===== config.mk =====
export PLATFORM = sky130hd
export DESIGN_NAME = ada_slave
export DESIGN_NICKNAME = d
export VERILOG_FILES = /design/src/common/ada_pkg.sv /design/src/verilog/ada_slave.sv
export SDC_FILE = /design/constraint.sdc
export NUM_CORES = 1
export LEC_CHECK = 0
export BUFFER_PORTS_ARGS = -buffer_cell sky130_fd_sc_hd__buf_2
export CAP_MARGIN = 20
export CELL_PAD_IN_SITES_DETAIL_PLACEMENT = 1
export CELL_PAD_IN_SITES_GLOBAL_PLACEMENT = 1
export CORE_ASPECT_RATIO = 0.5
export CORE_MARGIN = 5
export CORE_UTILIZATION = 25
export DETAILED_ROUTE_END_ITERATION = 10
export PLACE_DENSITY_LB_ADDON = 0.1
export REMOVE_ABC_BUFFERS = 1
export SKIP_LAST_GASP = 1
export SLEW_MARGIN = 25
export SYNTH_ARGS = -nofsm -noshare
export SYNTH_HDL_FRONTEND = slang
export SYNTH_SLANG_ARGS = --single-unit

===== constraint.sdc =====
create_clock -name clock -period 4.92 [get_ports clock]
set_input_delay 0.984 -clock clock [delete_from_list [all_inputs] [get_ports clock]]
set_output_delay 0.984 -clock clock [all_outputs]
set_load 0.02 [all_outputs]

===== src/common/ada_pkg.sv =====
// Constants for the dual actuator slave application logic.
// Assumes one 20 MHz clock and a synchronous active-high reset.
package ada_pkg;
    // ------------------------------------------------------------
    // Profile codes
    // ------------------------------------------------------------
    localparam logic [3:0] ADA_IO_CODE = 4'hb;
    // Arbitrary neutral identity value, not tied to any real part
    localparam logic [3:0] ADA_ID_CODE_DEF = 4'h5;
    // ------------------------------------------------------------
    // Wire levels: the line carries LOW as 0 and HIGH as 1
    // ------------------------------------------------------------
    localparam logic ADA_LVL_LOW = 1'b0;
    localparam logic ADA_LVL_HIGH = 1'b1;
    localparam logic [3:0] ADA_PARAM_ECHO = 4'hf;
    // ------------------------------------------------------------
    // Bit positions in the data and parameter nibbles
    // ------------------------------------------------------------
    localparam int ADA_D_ACT1 = 0;
    localparam int ADA_D_ACT2 = 1;
    localparam int ADA_D_FB1 = 2;
    localparam int ADA_D_FB2 = 3;
    localparam int ADA_P_WDOG = 0;
    localparam int ADA_P_ILOCK = 1;
    localparam int ADA_P_RRST = 2;
    localparam int ADA_P_SPEC = 3;
    // ------------------------------------------------------------
    // Register map of the local port
    // ------------------------------------------------------------
    localparam logic [3:0] ADA_REG_STATUS = 4'h0;
    localparam logic [3:0] ADA_REG_CODES = 4'h1;
    localparam logic [3:0] ADA_REG_PARAM = 4'h2;
    // ------------------------------------------------------------
    // Watchdog timing
    // ------------------------------------------------------------
    localparam int ADA_CLK_HZ = 20_000_000;
    localparam int ADA_WDOG_MS = 25;
    localparam int ADA_WDOG_CYC = ADA_WDOG_MS * (ADA_CLK_HZ / 1000);
    localparam int ADA_WDOG_W = 20;
endpackage


===== src/verilog/ada_slave.sv =====
// Application side of a two-actuator slave with feedback.
// Assumes a link front end presenting decoded frames as one-cycle strobes.
// Watchdog length is a parameter; keep it above 20 ms worth of clock cycles.
//
// What this block does
// RULE1 - Configuration read returns I/O code hex B
// RULE2 - Fixed identity code, never changed by master
// RULE3 - act1_cmd 1 energizes actuator one, 0 releases
// RULE4 - act2_cmd 1 energizes actuator two, 0 releases
// RULE5 - act1_feedback high means actuator one energized
// RULE6 - act2_feedback high means actuator two energized
// RULE7 - wdog_param low enables communication watchdog
// RULE8 - Watchdog trips only after more than 20 ms
// RULE9 - Watchdog trip de-energizes both actuators
// RULE10 - interlock_param low enables mutual interlock
// RULE11 - Both commanded while interlocked releases both
// RULE12 - remote_reset_param low starts remote reset
// RULE13 - Remote reset drives actuators to rest state
// RULE14 - special_param low selects special function
// RULE15 - Parameter request answers all bits HIGH
// RULE16 - Outputs released after reset until first command
//
// Local design decisions: the strobed register port and the register addresses.
`timescale 1ns/1ps
`default_nettype none
module ada_slave
    import ada_pkg::*;
#(
    parameter int WDOG_CYCLES = ADA_WDOG_CYC,
    parameter logic [3:0] ID_CODE = ADA_ID_CODE_DEF
) (
    input wire logic clock,
    input wire logic sys_rst,
    // Decoded link traffic
    input wire logic data_strobe,
    input wire logic [1:0] data_out_bits,
    input wire logic param_strobe,
    input wire logic [3:0] param_bits,
    input wire logic cfg_strobe,
    // Local feedback contacts
    input wire logic act1_fb_in,
    input wire logic act2_fb_in,
    // Responses back to the link
    output logic [3:0] resp_data,
    output logic [3:0] resp_param,
    output logic [3:0] resp_io_code,
    output logic [3:0] resp_id_code,
    output logic resp_valid,
    // Actuator drives
    output logic act1_drive,
    output logic act2_drive,
    output logic special_mode,
    // Register port
    input wire logic [3:0] reg_addr,
    input wire logic [7:0] reg_wdata,
    input wire logic reg_wr,
    input wire logic reg_rd,
    output logic [7:0] reg_rdata
);
    // ------------------------------------------------------------
    // Types
    // ------------------------------------------------------------
    // Gray coded along idle -> run -> tripped
    typedef enum logic [1:0] {
        ADA_ST_IDLE = 2'b00,
        ADA_ST_RUN = 2'b01,
        ADA_ST_TRIP = 2'b11
    } ada_state_t;

    // Interlock filter on the controller-level command pair
    function automatic logic [1:0] ada_gate(input logic [1:0] cmd, input logic ilock);
        ada_gate = (ilock && (&cmd)) ? 2'b00 : cmd; // RULE11
    endfunction

    // ------------------------------------------------------------
    // State
    // ------------------------------------------------------------
    ada_state_t st_q, st_d; // Link supervision state
    logic [1:0] cmd_q, cmd_d; // Last command, controller level
    logic [3:0] par_q, par_d; // Parameter nibble, line level
    logic [ADA_WDOG_W-1:0] wd_q, wd_d; // Silence counter
    logic [1:0] drv_q, drv_d; // Registered actuator drives
    // Reply registers toward the link
    logic [3:0] rdat_q, rdat_d; // Data reply, outputs read HIGH
    logic [3:0] rpar_q, rpar_d; // Parameter reply, all HIGH
    logic [3:0] rio_q, rio_d; // I/O configuration code
    logic [3:0] rid_q, rid_d; // Identity code
    logic rv_q, rv_d; // Reply strobe, one cycle
    logic spec_q, spec_d; // Special function selected
    logic [7:0] rd_q, rd_d; // Register read data, one cycle
    logic trip_cnt_q, trip_cnt_d; // Sticky trip seen, readable
    // Decoded parameter levels
    logic wd_en; // Watchdog armed
    logic ilock_en; // Mutual interlock armed
    logic rreset; // Remote reset held
    logic act_frame; // Any frame this cycle

    // Parameter decode; each one is active at line LOW
    assign wd_en = (par_q[ADA_P_WDOG] == ADA_LVL_LOW); // RULE7
    assign ilock_en = (par_q[ADA_P_ILOCK] == ADA_LVL_LOW); // RULE10
    assign rreset = (par_q[ADA_P_RRST] == ADA_LVL_LOW); // RULE12
    assign act_frame = data_strobe | param_strobe | cfg_strobe;

    // ------------------------------------------------------------
    // Command, watchdog and drive logic
    // ------------------------------------------------------------
    always_comb begin
        st_d = st_q;
        cmd_d = cmd_q;
        par_d = par_q;
        wd_d = wd_q;
        trip_cnt_d = trip_cnt_q;
        spec_d = (par_q[ADA_P_SPEC] == ADA_LVL_LOW); // RULE14
        // Parameter nibble is stored at line level
        if (param_strobe) begin
            par_d = param_bits;
        end
        if (data_strobe) begin
            // Line LOW energizes, so invert to controller level
            cmd_d = ~data_out_bits; // RULE3 RULE4
        end
        // Any frame addressed to us counts as activity
        // The count saturates, so a long silence never wraps to look fresh
        if (act_frame) begin
            wd_d = '0;
        end else if (wd_q != ADA_WDOG_W'(WDOG_CYCLES)) begin
            wd_d = wd_q + 1'b1;
        end
        // Link supervision: idle until a command, run, trip on silence
        case (st_q)
            ADA_ST_IDLE: begin
                // Held released until a first command arrives
                if (data_strobe) begin // RULE16
                    st_d = ADA_ST_RUN;
                end
            end
            ADA_ST_RUN: begin
                // Trip needs WDOG_CYCLES+1 quiet cycles in a row
                if (wd_en && !act_frame && wd_q == ADA_WDOG_W'(WDOG_CYCLES)) begin
                    st_d = ADA_ST_TRIP; // RULE8
                    trip_cnt_d = 1'b1;
                end
            end
            ADA_ST_TRIP: begin
                // Recovery needs a fresh command, not just any frame
                if (data_strobe) begin
                    st_d = ADA_ST_RUN;
                end
            end
            default: begin
                st_d = ADA_ST_IDLE;
            end
        endcase
        if (rreset) begin
            // Remote reset returns to rest and clears the trip
            st_d = ADA_ST_IDLE; // RULE13
            cmd_d = 2'b00;
        end
        // Software clears the sticky trip flag through the status word
        if (reg_wr && reg_addr == ADA_REG_STATUS && reg_wdata[0]) begin
            trip_cnt_d = 1'b0;
        end
        if (st_q == ADA_ST_RUN && wd_en && !act_frame
            && wd_q == ADA_WDOG_W'(WDOG_CYCLES)) begin
            trip_cnt_d = 1'b1; // Set wins over a same-cycle clear
        end
        // Drives only in run state; trip and idle release both
        if (st_q == ADA_ST_RUN) begin
            drv_d = ada_gate(cmd_q, ilock_en); // RULE9 RULE11
        end else begin
            drv_d = 2'b00;
        end
    end

    // ------------------------------------------------------------
    // Responses and register read
    // ------------------------------------------------------------
    // Replies are registered so every port comes from a flop
    always_comb begin
        rdat_d = rdat_q;
        rpar_d = rpar_q;
        rio_d = ADA_IO_CODE; // RULE1
        rid_d = ID_CODE; // RULE2
        rv_d = act_frame;
        // Outputs echo HIGH, feedback bits report contacts
        rdat_d[ADA_D_ACT1] = ADA_LVL_HIGH;
        rdat_d[ADA_D_ACT2] = ADA_LVL_HIGH;
        rdat_d[ADA_D_FB1] = act1_fb_in; // RULE5
        rdat_d[ADA_D_FB2] = act2_fb_in; // RULE6
        rpar_d = ADA_PARAM_ECHO; // RULE15
        // Read data stand one cycle, zero otherwise
        rd_d = 8'h00;
        if (reg_rd) begin
            case (reg_addr)
                ADA_REG_STATUS: rd_d = {2'b00, st_q, drv_q, act2_fb_in, trip_cnt_q};
                ADA_REG_CODES: rd_d = {ID_CODE, ADA_IO_CODE};
                ADA_REG_PARAM: rd_d = {2'b00, cmd_q, par_q};
                default: rd_d = 8'h00;
            endcase
        end
    end

    // ------------------------------------------------------------
    // Registers
    // ------------------------------------------------------------
    // Synchronous reset; every register updates on every edge
    always_ff @(posedge clock) begin
        if (sys_rst) begin
            st_q <= ADA_ST_IDLE;
            cmd_q <= 2'b00;
            par_q <= ADA_PARAM_ECHO;
            wd_q <= '0;
            drv_q <= 2'b00;
            trip_cnt_q <= 1'b0;
            spec_q <= 1'b0;
            rdat_q <= ADA_PARAM_ECHO;
            rpar_q <= ADA_PARAM_ECHO;
            rio_q <= ADA_IO_CODE;
            rid_q <= ID_CODE;
            rv_q <= 1'b0;
            rd_q <= 8'h00;
        end else begin
            st_q <= st_d;
            cmd_q <= cmd_d;
            par_q <= par_d;
            wd_q <= wd_d;
            drv_q <= drv_d;
            trip_cnt_q <= trip_cnt_d;
            spec_q <= spec_d;
            rdat_q <= rdat_d;
            rpar_q <= rpar_d;
            rio_q <= rio_d;
            rid_q <= rid_d;
            rv_q <= rv_d;
            rd_q <= rd_d;
        end
    end

    // Ports are plain flop copies, no logic after the registers
    assign act1_drive = drv_q[0];
    assign act2_drive = drv_q[1];
    assign special_mode = spec_q;
    assign resp_data = rdat_q;
    assign resp_param = rpar_q;
    assign resp_io_code = rio_q;
    assign resp_id_code = rid_q;
    assign resp_valid = rv_q;
    assign reg_rdata = rd_q;
endmodule
`default_nettype wire


Yosys cells after proc, flatten, opt, wreduce, memory -nomap -nowiden --
Index checks and enable logic that the tools add are counted.
Operators by class: $add $sub $neg 1, eq/ne operators 8, muxes and demuxes 8, bitwise logic cells 9, reductions and logical operators 21
Operators with widths (count):
- one-hot mux 7 bit (3 select lines) | 1
- adder 20 x 1 -> 20 bit (second input constant) | 1
- equality test 20 x 19 -> 1 bit (second input constant) | 1
- inequality test 20 x 19 -> 1 bit (second input constant) | 1
- logical AND 1 bit | 8
- OR reduction 2 bit | 4
- inverter 1 bit | 6
- AND reduction 2 bit | 3
- nonzero test 3 bit | 2
- equality test 4 x 1 -> 1 bit (second input constant) | 1
- equality test 4 x 2 -> 1 bit (second input constant) | 1
- zero test 4 bit | 1
- 2-to-1 mux 1 bit | 4
- 2-to-1 mux 2 bit | 2
- one-hot mux 2 bit (2 select lines) | 1
- OR reduction 3 bit | 1
- equality test 2 x 1 -> 1 bit (second input constant) | 1
- equality test 2 bit (second input constant) | 1
- zero test 2 bit | 1
- inequality test 2 x 1 -> 1 bit (second input constant) | 1
- inequality test 2 bit (second input constant) | 1
- inverter 2 bit | 1
- OR 1 bit | 2
- zero test 1 bit | 1
Word-level totals: register bits 45, input port bits 27, output and inout bits 28, logic and storage cells 58

Longest topological paths before layout --
Gate-level depths: netlist of run 1.
word-level depth 9, depth in mapped cells 6, depth with buffers taken out 6

Worst setup path before layout of run 1 --
Ideal clock, no wire load.
kind in2reg, from in param_strobe, to reg wd_q[11], library setup time 0.062 ns, arrival time 1.985 ns, data required time 4.858 ns, path slack 2.873 ns, stages 5, path buffers 2, cell sequence or3_4 or2_1 buf_6 buf_6 nor2_2
Between the ends: cells in the longest elaborated chain, start to end 3
RTL lines:
- start, declared | line ada_slave.sv:37 | input wire logic param_strobe,
- OR 1 bit (2 in a row) | line ada_slave.sv:102 | assign act_frame = data_strobe | param_strobe | cfg_strobe;
- OR reduction 2 bit (no source line)
- end signal, assigned | line ada_slave.sv:226 | wd_q <= wd_d;
- end, declared | line ada_slave.sv:81 | logic [ADA_WDOG_W-1:0] wd_q, wd_d;
Every way passes these cells. A chain may end at the register's enable or synchronous reset.

Worst setup path after layout of run 1 --
from in param_strobe, to reg wd_q[19]
Same word-level chain as after synthesis.

==> qor.txt, run 1 <==
Status = complete, no violations
DRT Wirelength = 4880 µm
Crit share post-route = 49.2%
H-tree Lvls = 2
Max clock buf depth = 2
Static Leak = 0.855 nW
Drt drc = 0
CP endpoint kind = flop
Post-Synthesis Cell Area = 2040 µm²
Share of layout cells above drive strength 1 = 21.9%
FP Rows = 23
Yosys top cell by area = dfxtp_1
1st-pass router iterations = 4
Gr usage total = 10.4%
Initial antenna violation count = 0
Clock Latency Late Sink = 0.28 ns
Worst rel slew slack = 34.6%
Final Hold Fails = 0
Crit start category = primary input
# setup viols final = 0
First DRT Iteration DRCs = 37
Final Slew Violations = 0
Sequential element share of the synthesized area = 41.2%
Slew @ Worst Pin = 0.981 ns
Critical path class = in2reg
Starting Density = 25.6%
Setup TNS = 0 ns
Ys flop type = dfxtp_1
HP Class = reg2reg
First-pass GRT wire length = 8250 µm
Worst hold slack = 0.441 ns
Yosys warnings = 0
RSZ-0062 raised after global routing = false
WP data required = 5.15 ns
Diodes inserted = 0
Setup Skew = 0.00566 ns
Area grow syn2layout = 16.4%
Yosys reg bits = 42
Antenna Violating Nets Remaining = 0
Die H = 73.9 µm
Number of global-route vias before repair = 1756
EDFF count, synth = 0
Sink Count = 42
WL/cell = 12.9 µm
Tmin final = 2.42 ns
Fill cells = 955
Post_cts resized = 0
TritonCTS clock tree = done
# hold bufs at CTS = 0
Synth top area share = 41.2%
Core Area = 7970 µm²
Max_cap viols = 0
Overflow after GRT = 0
Largest net degree at the start of global routing = 23
Syn_area_per_cell = 8.76 µm²
Num ports = 55
Ys async rst share = 0%
Vias = 1642
VDD IR max = 0.000107 V
Hpwl dp = 3660 µm
CTS root buf = clkbuf_16
Layout net count = 297
Die area = 10200 µm²
Clock slew at reported path FFs = 0.06 ns
Clock buffer count from CTS = 5
Vias/cell = 4.36
Worst Path Arrival = 2.65 ns
Post-synth cell types = 44
Placer Congestion = 0.733
Pwr Density = 311 nW/µm²
# Post-CTS Setup Buffers = 0
Die W = 138 µm
Crit path max fanout = 22
Highest Clock Rate = 413 MHz
I/O Buffers = 32
Largest cells by area after synthesis = dfxtp_1 (41%), buf_4 (5.5%), nor2_1 (3.9%)
Post-Synthesis Cells = 233
## worst max-delay path, cell delays in order
cell      delay (ns)
buf_2           0.16
or3_4           0.42
or2_1           0.57
a211oi_1        0.31
mux2_2          0.19
## layout make-up
| type | instances | area, µm² | share of cell area (%) |
|---|---|---|---|
| Inverter | 8 | 30.0 | 1.26 |
| Timing Repair Buffer | 32 | 160 | 6.74 |
| Multi-Input combinational cell | 176 | 1070 | 45.1 |
| Sequential cell | 42 | 841 | 35.4 |
| Tap cell | 112 | 140 | 5.90 |
| Clock buffer | 7 | 133 | 5.58 |
## power breakdown
group | switching [mW] | leakage, nW | internal, mW
clock network | 0.127 | 0.0640 | 0.186
logic | 0.0422 | 0.450 | 0.0263
registers | 0.00773 | 0.342 | 0.350
## path summary, 6_finish.rpt
check	from	end	slack, ns	cells after the start
max	param_strobe	wd_q[19]	2.50	5
min	par_q[3]	special_mode	0.44	1
max reg2reg	wd_q[7]	wd_q[19]	3.18	4
min reg2reg	par_q[3]	special_mode	0.44	1
## routing by layer
layer	up-vias	track usage (%)	part of all wire, %
met2	33	18.3	47
met5	-	0	0
met4	0	3.29	1.4
met3	8	2.87	4.2
li1	833	-	-
met1	768	12.3	47
## cell usage after synthesis (4+ instances only)
cell,instances
nand3_1,6
nand2_1,15
nor2_1,21
or3_1,4
nand4_1,6
nor3_1,11
nor2_2,10
nor2b_1,9
mux2i_1,4
a21oi_1,15
nor4_1,5
dfxtp_1,42
o21ai_0,5
ha_1,5
a211o_1,4
buf_4,15
inv_1,8
xnor2_1,7
## cells by family (layout without fill, tap and decap cells)
group	after synthesis	count (layout)	synth area share, %
adder cells (fa/ha/maj)	5	5	3.07
XOR/XNOR	10	10	4.29
other	2	15	0.368
buffers and inverters	28	47	8.65
flip-flops	42	42	41.2
AO/OA/AOI/OAI	29	29	8.40
multiplexers	6	6	3.07
AND/OR/NAND/NOR	111	111	31.0
## per-stage QoR
stage	std cells	worst slack (ns)	util, %	power [mW]	area, µm²
after floorplan	226	2.62	-	0.409	1940
final	377	2.50	29.8	0.739	2380
after detailed placement	370	2.17	28.1	0.434	2240
after global placement	370	2.19	28.1	0.433	2240
after global routing	377	2.37	29.8	0.778	2380
after CTS	377	2.45	29.8	0.757	2380
## layout by cell type, fill, tap and decap left out, types with 6 or more instances in the layout
cell and count:
nor2_1 21, xnor2_1 7, nor2_2 10, buf_2 32
nor3_1 11, nand4_1 6, a21oi_1 15, inv_1 8
dfxtp_1 42, conb_1 15, nand2_1 15, nand3_1 6
nor2b_1 9
## flip-flops by register name, indices dropped and copies added, names as in the netlist
signal and count:
wd_q 20, st_q 2, par_q 4, resp_data 2, reg_rdata 7, drv_q 2, special_mode 1, trip_cnt_q 1
resp_valid 1, cmd_q 2
Note: power is estimated with default switching activity, not from simulation.
==> run 2: changes to the inputs <==
==> constraint.sdc (replaced) <==
create_clock -name clock -period 2.3 [get_ports clock]
set_input_delay 0.46 -clock clock [delete_from_list [all_inputs] [get_ports clock]]
set_output_delay 0.46 -clock clock [all_outputs]
set_load 0.02 [all_outputs]
==> qor.txt, run 2 (same netlist as run 1, synthesis figures left out) <==
Die W = 138 µm
Final Slew Violations = 0
Setup Skew = 0.00562 ns
Antenna Violating Nets Remaining = 0
Crit path max fanout = 5
Placed cells = 373
Fill cells = 962
Starting Density = 25.6%
First DRT Iteration DRCs = 32
Static Leak = 0.874 nW
Max_cap viols = 0
WL/cell = 13.4 µm
Die H = 73.9 µm
HP Class = in2reg
Die area = 10200 µm²
Clock buffer count from CTS = 5
CP peak stage delay = 0.39 ns
Vias = 1674
Initial antenna violation count = 0
Crit share post-route = 76.7%
# Post-CTS Setup Buffers = 0
RSZ-0062 raised after global routing = false
Core Area = 7970 µm²
Placer Congestion = 0.724
Num ports = 55
Cells along the critical path = inv_1 > ha_1 > nor4b_1 > and3_1 > a31oi_1 > mux2i_1
Largest net degree at the start of global routing = 15
CP endpoint kind = flop
Hpwl dp = 3770 µm
Final Hold Fails = 0
VDD IR max = 0.000249 V
Pwr Density = 663 nW/µm²
Worst Path Arrival = 1.98 ns
TritonCTS clock tree = done
Gr usage total = 11.1%
Drt drc = 0
Diodes inserted = 0
Highest Clock Rate = 567 MHz
Max clock buf depth = 2
Tmin final = 1.76 ns
I/O Buffers = 32
Largest register FFs = 20
1st-pass router iterations = 4
CTS root buf = clkbuf_16
First-pass GRT wire length = 8560 µm
Worst rel slew slack = 54.8%
Most flops, register = wd_q
Post_cts resized = 0
Clock slew at reported path FFs = 0.06 ns
Most frequent cells in the layout = dfxtp_1 (42), buf_2 (32), nor2_1 (21)
Tot Pwr = 1.59 mW
Fin util = 30.1%
Finished Layout Cells = 380
Crit start category = flop
Worst path slowest cell = dfxtp_1
DRT Wirelength = 5110 µm
Layout net count = 300
H-tree Lvls = 2
Commonest non-fill, non-tap cell in the layout = dfxtp_1
# setup viols final = 0
WP data required = 2.51 ns
Clock Latency Late Sink = 0.29 ns
Setup TNS = 0 ns
Number of global-route vias before repair = 1739
Share of layout cells above drive strength 1 = 23.5%
Vias/cell = 4.41
# hold bufs at CTS = 0
Slew @ Worst Pin = 0.672 ns
FP Rows = 23
Overflow after GRT = 0
Critical path class = reg2reg
Sink Count = 42
Status = complete, no violations
Area grow syn2layout = 17.7%
## run 2: cell count changes in the layout (fill, tap and decap cells not counted), sizes merged
cell    change
clkbuf      -2
buf         +3
clkinv      +2
## run 2: worst paths after layout
kind,startpoint,to,slack [ns],cells past startpoint
max reg2reg,wd_q[0],st_q[0],0.54,6
max,wd_q[0],st_q[0],0.54,6
min,data_out_bits[0],cmd_q[0],0.35,2
min reg2reg,par_q[3],special_mode,0.44,1
## run 2: area by class of cell
type	instances	area, µm²	area share, %
inverter	8	30.0	1.25
clock buffer	5	125	5.21
multi-input combinational	176	1070	44.7
sequential	42	841	35.0
clock inverter	2	10.0	0.417
tap	112	140	5.84
timing repair buffer	35	183	7.61
## run 2: critical path: cells and delay by family, from the launching register on
kind            cells  cell delay (ns)
fa+ha+maj           1             0.20
mux                 1             0.24
compound gates      1             0.35
simple gates        2             0.43
flops               1             0.39
buf+inv             1             0.08
## run 2: per-layer routing
metal	part of all wire, %	GRT usage, %	routed length (µm)	up-vias
li1	-	-	-	841
met1	49	13.5	2480	798
met2	45	18.1	2320	31
met3	4.1	3.01	211	4
met4	1.9	5.59	97	0
met5	0	0	0	-
## run 2: where the power goes
part | switching [mW] | internal, mW | leakage, nW
Combinational | 0.0924 | 0.0585 | 0.463
Clock | 0.285 | 0.392 | 0.0694
Sequential | 0.0172 | 0.748 | 0.342
Total | 0.395 | 1.20 | 0.874
## run 2: stage by stage
step / area, µm² / worst slack (ns) / hold slack [ns]
3_5_place_dp: 2270 / 0.516 / 0.433
6_report: 2400 / 0.536 / 0.350
3_3_place_gp: 2270 / 0.556 / 0.435
4_1_cts: 2400 / 0.510 / 0.339
5_1_grt: 2400 / 0.380 / 0.348
2_1_floorplan: 1940 / 0.529 / 0.402
==> run 3: changes to the inputs <==
==> constraint.sdc (replaced) <==
create_clock -name clock -period 1.4 [get_ports clock]
set_input_delay 0.28 -clock clock [delete_from_list [all_inputs] [get_ports clock]]
set_output_delay 0.28 -clock clock [all_outputs]
set_load 0.02 [all_outputs]
==> qor.txt, run 3 (same netlist as run 1, synthesis figures left out) <==
Status = complete, but fails checks
Failing checks = setup timing
Placer Congestion = 0.756
WL/cell = 14.2 µm
Fin util = 38.7%
Most flops, register = wd_q
Reg area = 875 µm²
Largest net degree at the start of global routing = 14
Final Slew Violations = 0
Commonest non-fill, non-tap cell in the layout = buf_4
Sink Count = 42
Final Hold Fails = 0
Multi-input logic area = 1280 µm²
Largest register FFs = 20
Static Leak = 1.24 nW
Crit start category = flop
DRT Wirelength = 6130 µm
RSZ-0062 raised after global routing = true
Fill cells = 930
Die H = 73.9 µm
Starting Density = 25.6%
Share of layout cells above drive strength 1 = 48.3%
Layout net count = 350
Area grow syn2layout = 51.3%
Hpwl dp = 4270 µm
HP Class = in2reg
Core Area = 7970 µm²
Setup Skew = 0.00535 ns
Worst Path Arrival = 1.72 ns
Clock buffer count from CTS = 5
Vias = 1885
Pwr Density = 936 nW/µm²
Crit path max fanout = 4
First-pass GRT wire length = 9720 µm
Comb pwr share = 10.4%
CTS root buf = clkbuf_16
Number of global-route vias before repair = 2001
Internal = 2.19 mW
CP endpoint kind = flop
Antenna Violating Nets Remaining = 0
Clock slew at reported path FFs = 0.06 ns
WP data required = 1.62 ns
Num ports = 55
Final setup margin = -0.102 ns
H-tree Lvls = 2
Critical path class = reg2reg
1st-pass router iterations = 4
DP Area = 2560 µm²
Switching part of the total power = 24.3%
Vias/cell = 4.37
Max clock buf depth = 2
Die W = 138 µm
Fin area = 3090 µm²
I/O Buffers = 32
Tmin final = 1.50 ns
Max_cap viols = 0
VDD IR max = 0.000487 V
FP Rows = 23
Highest Clock Rate = 666 MHz
Initial antenna violation count = 0
Crit share post-route = 107%
Gr usage total = 12.1%
Most frequent cells in the layout = buf_4 (47), buf_2 (32), dfxtp_1 (29)
Seq pwr share = 42.8%
# setup viols final = 9
Clock power share = 46.8%
Die area = 10200 µm²
First DRT Iteration DRCs = 90
Overflow after GRT = 0
TritonCTS clock tree = done
Net Sw Power = 0.703 mW
Drt drc = 0
Clock Latency Late Sink = 0.29 ns
Diodes inserted = 0
-- run 3: cell count changes in the layout (fill, tap and decap cells not counted), sizes merged --
cell / delta
buf: +50
bufinv: +1
clkbuf: +1
clkinv: -2
clkinvlp: +1
-- run 3: what timing repair did --
action | 4_1_cts | 5_1_grt
endpoints found under the setup margin | 15 | 18
resized for setup | 43 | 27
hold buffers | 0 | 0
setup buffers | 5 | 8
pin swaps | 11 | 16
-- run 3: cell type report --
class	count	area share, %
Clock buffer	6	4.18
Clock inverter	2	1.22
Inverter	8	1.05
Sequential cell	42	28.3
Timing Repair Buffer	85	19.1
Multi-Input combinational cell	176	41.6
Tap cell	112	4.54
-- run 3: worst paths after layout --
check	cells past startpoint	start	to	slack (ns)
worst max-delay path	5	wd_q[0]	wd_q[18]	-0.10
worst min-delay path	2	data_out_bits[1]	cmd_q[1]	0.17
worst max register to register	5	wd_q[0]	wd_q[18]	-0.10
worst min register to register	1	par_q[3]	special_mode	0.45
-- run 3: per-stage QoR --
stage | total power, mW | hold WS [ns] | instances | TNS (ns) | worst slack [ns]
after floorplan | 1.44 | 0.347 | 226 | -0.778 | -0.191
after global placement | 1.56 | 0.432 | 411 | -2.33 | -0.205
after detailed placement | 1.57 | 0.437 | 411 | -2.96 | -0.251
after CTS | 2.92 | 0.162 | 423 | -0.392 | -0.0765
after global routing | 3.00 | 0.168 | 431 | -1.39 | -0.174
final | 2.89 | 0.170 | 431 | -0.353 | -0.102
-- run 3: power by group through the flow --
stage / Sequential [mW] / Combinational (mW) / Clock [mW]
6_report: 1.24 / 0.301 / 1.35
5_1_grt: 1.24 / 0.333 / 1.43
4_1_cts: 1.24 / 0.292 / 1.39
3_5_place_dp: 1.28 / 0.292 / 0
3_3_place_gp: 1.27 / 0.288 / 0
2_1_floorplan: 1.29 / 0.148 / 0
-- run 3: routing by layer --
metal / routed length (µm) / GRT usage [%] / vias to the layer above
met1: 2800 / 15.2 / 914
met3: 221 / 3.08 / 5
met4: 65 / 3.29 / 0
met5: 0 / 0 / -
met2: 3040 / 21.0 / 31
li1: - / - / 935
-- run 3: critical path, stage by stage, from the launching register on --
cell and delay [ns]:
dfxtp_4 0.39, ha_4 0.15, and4_4 0.22, nand2b_4 0.06, or4_1 0.46, a21oi_1 0.14
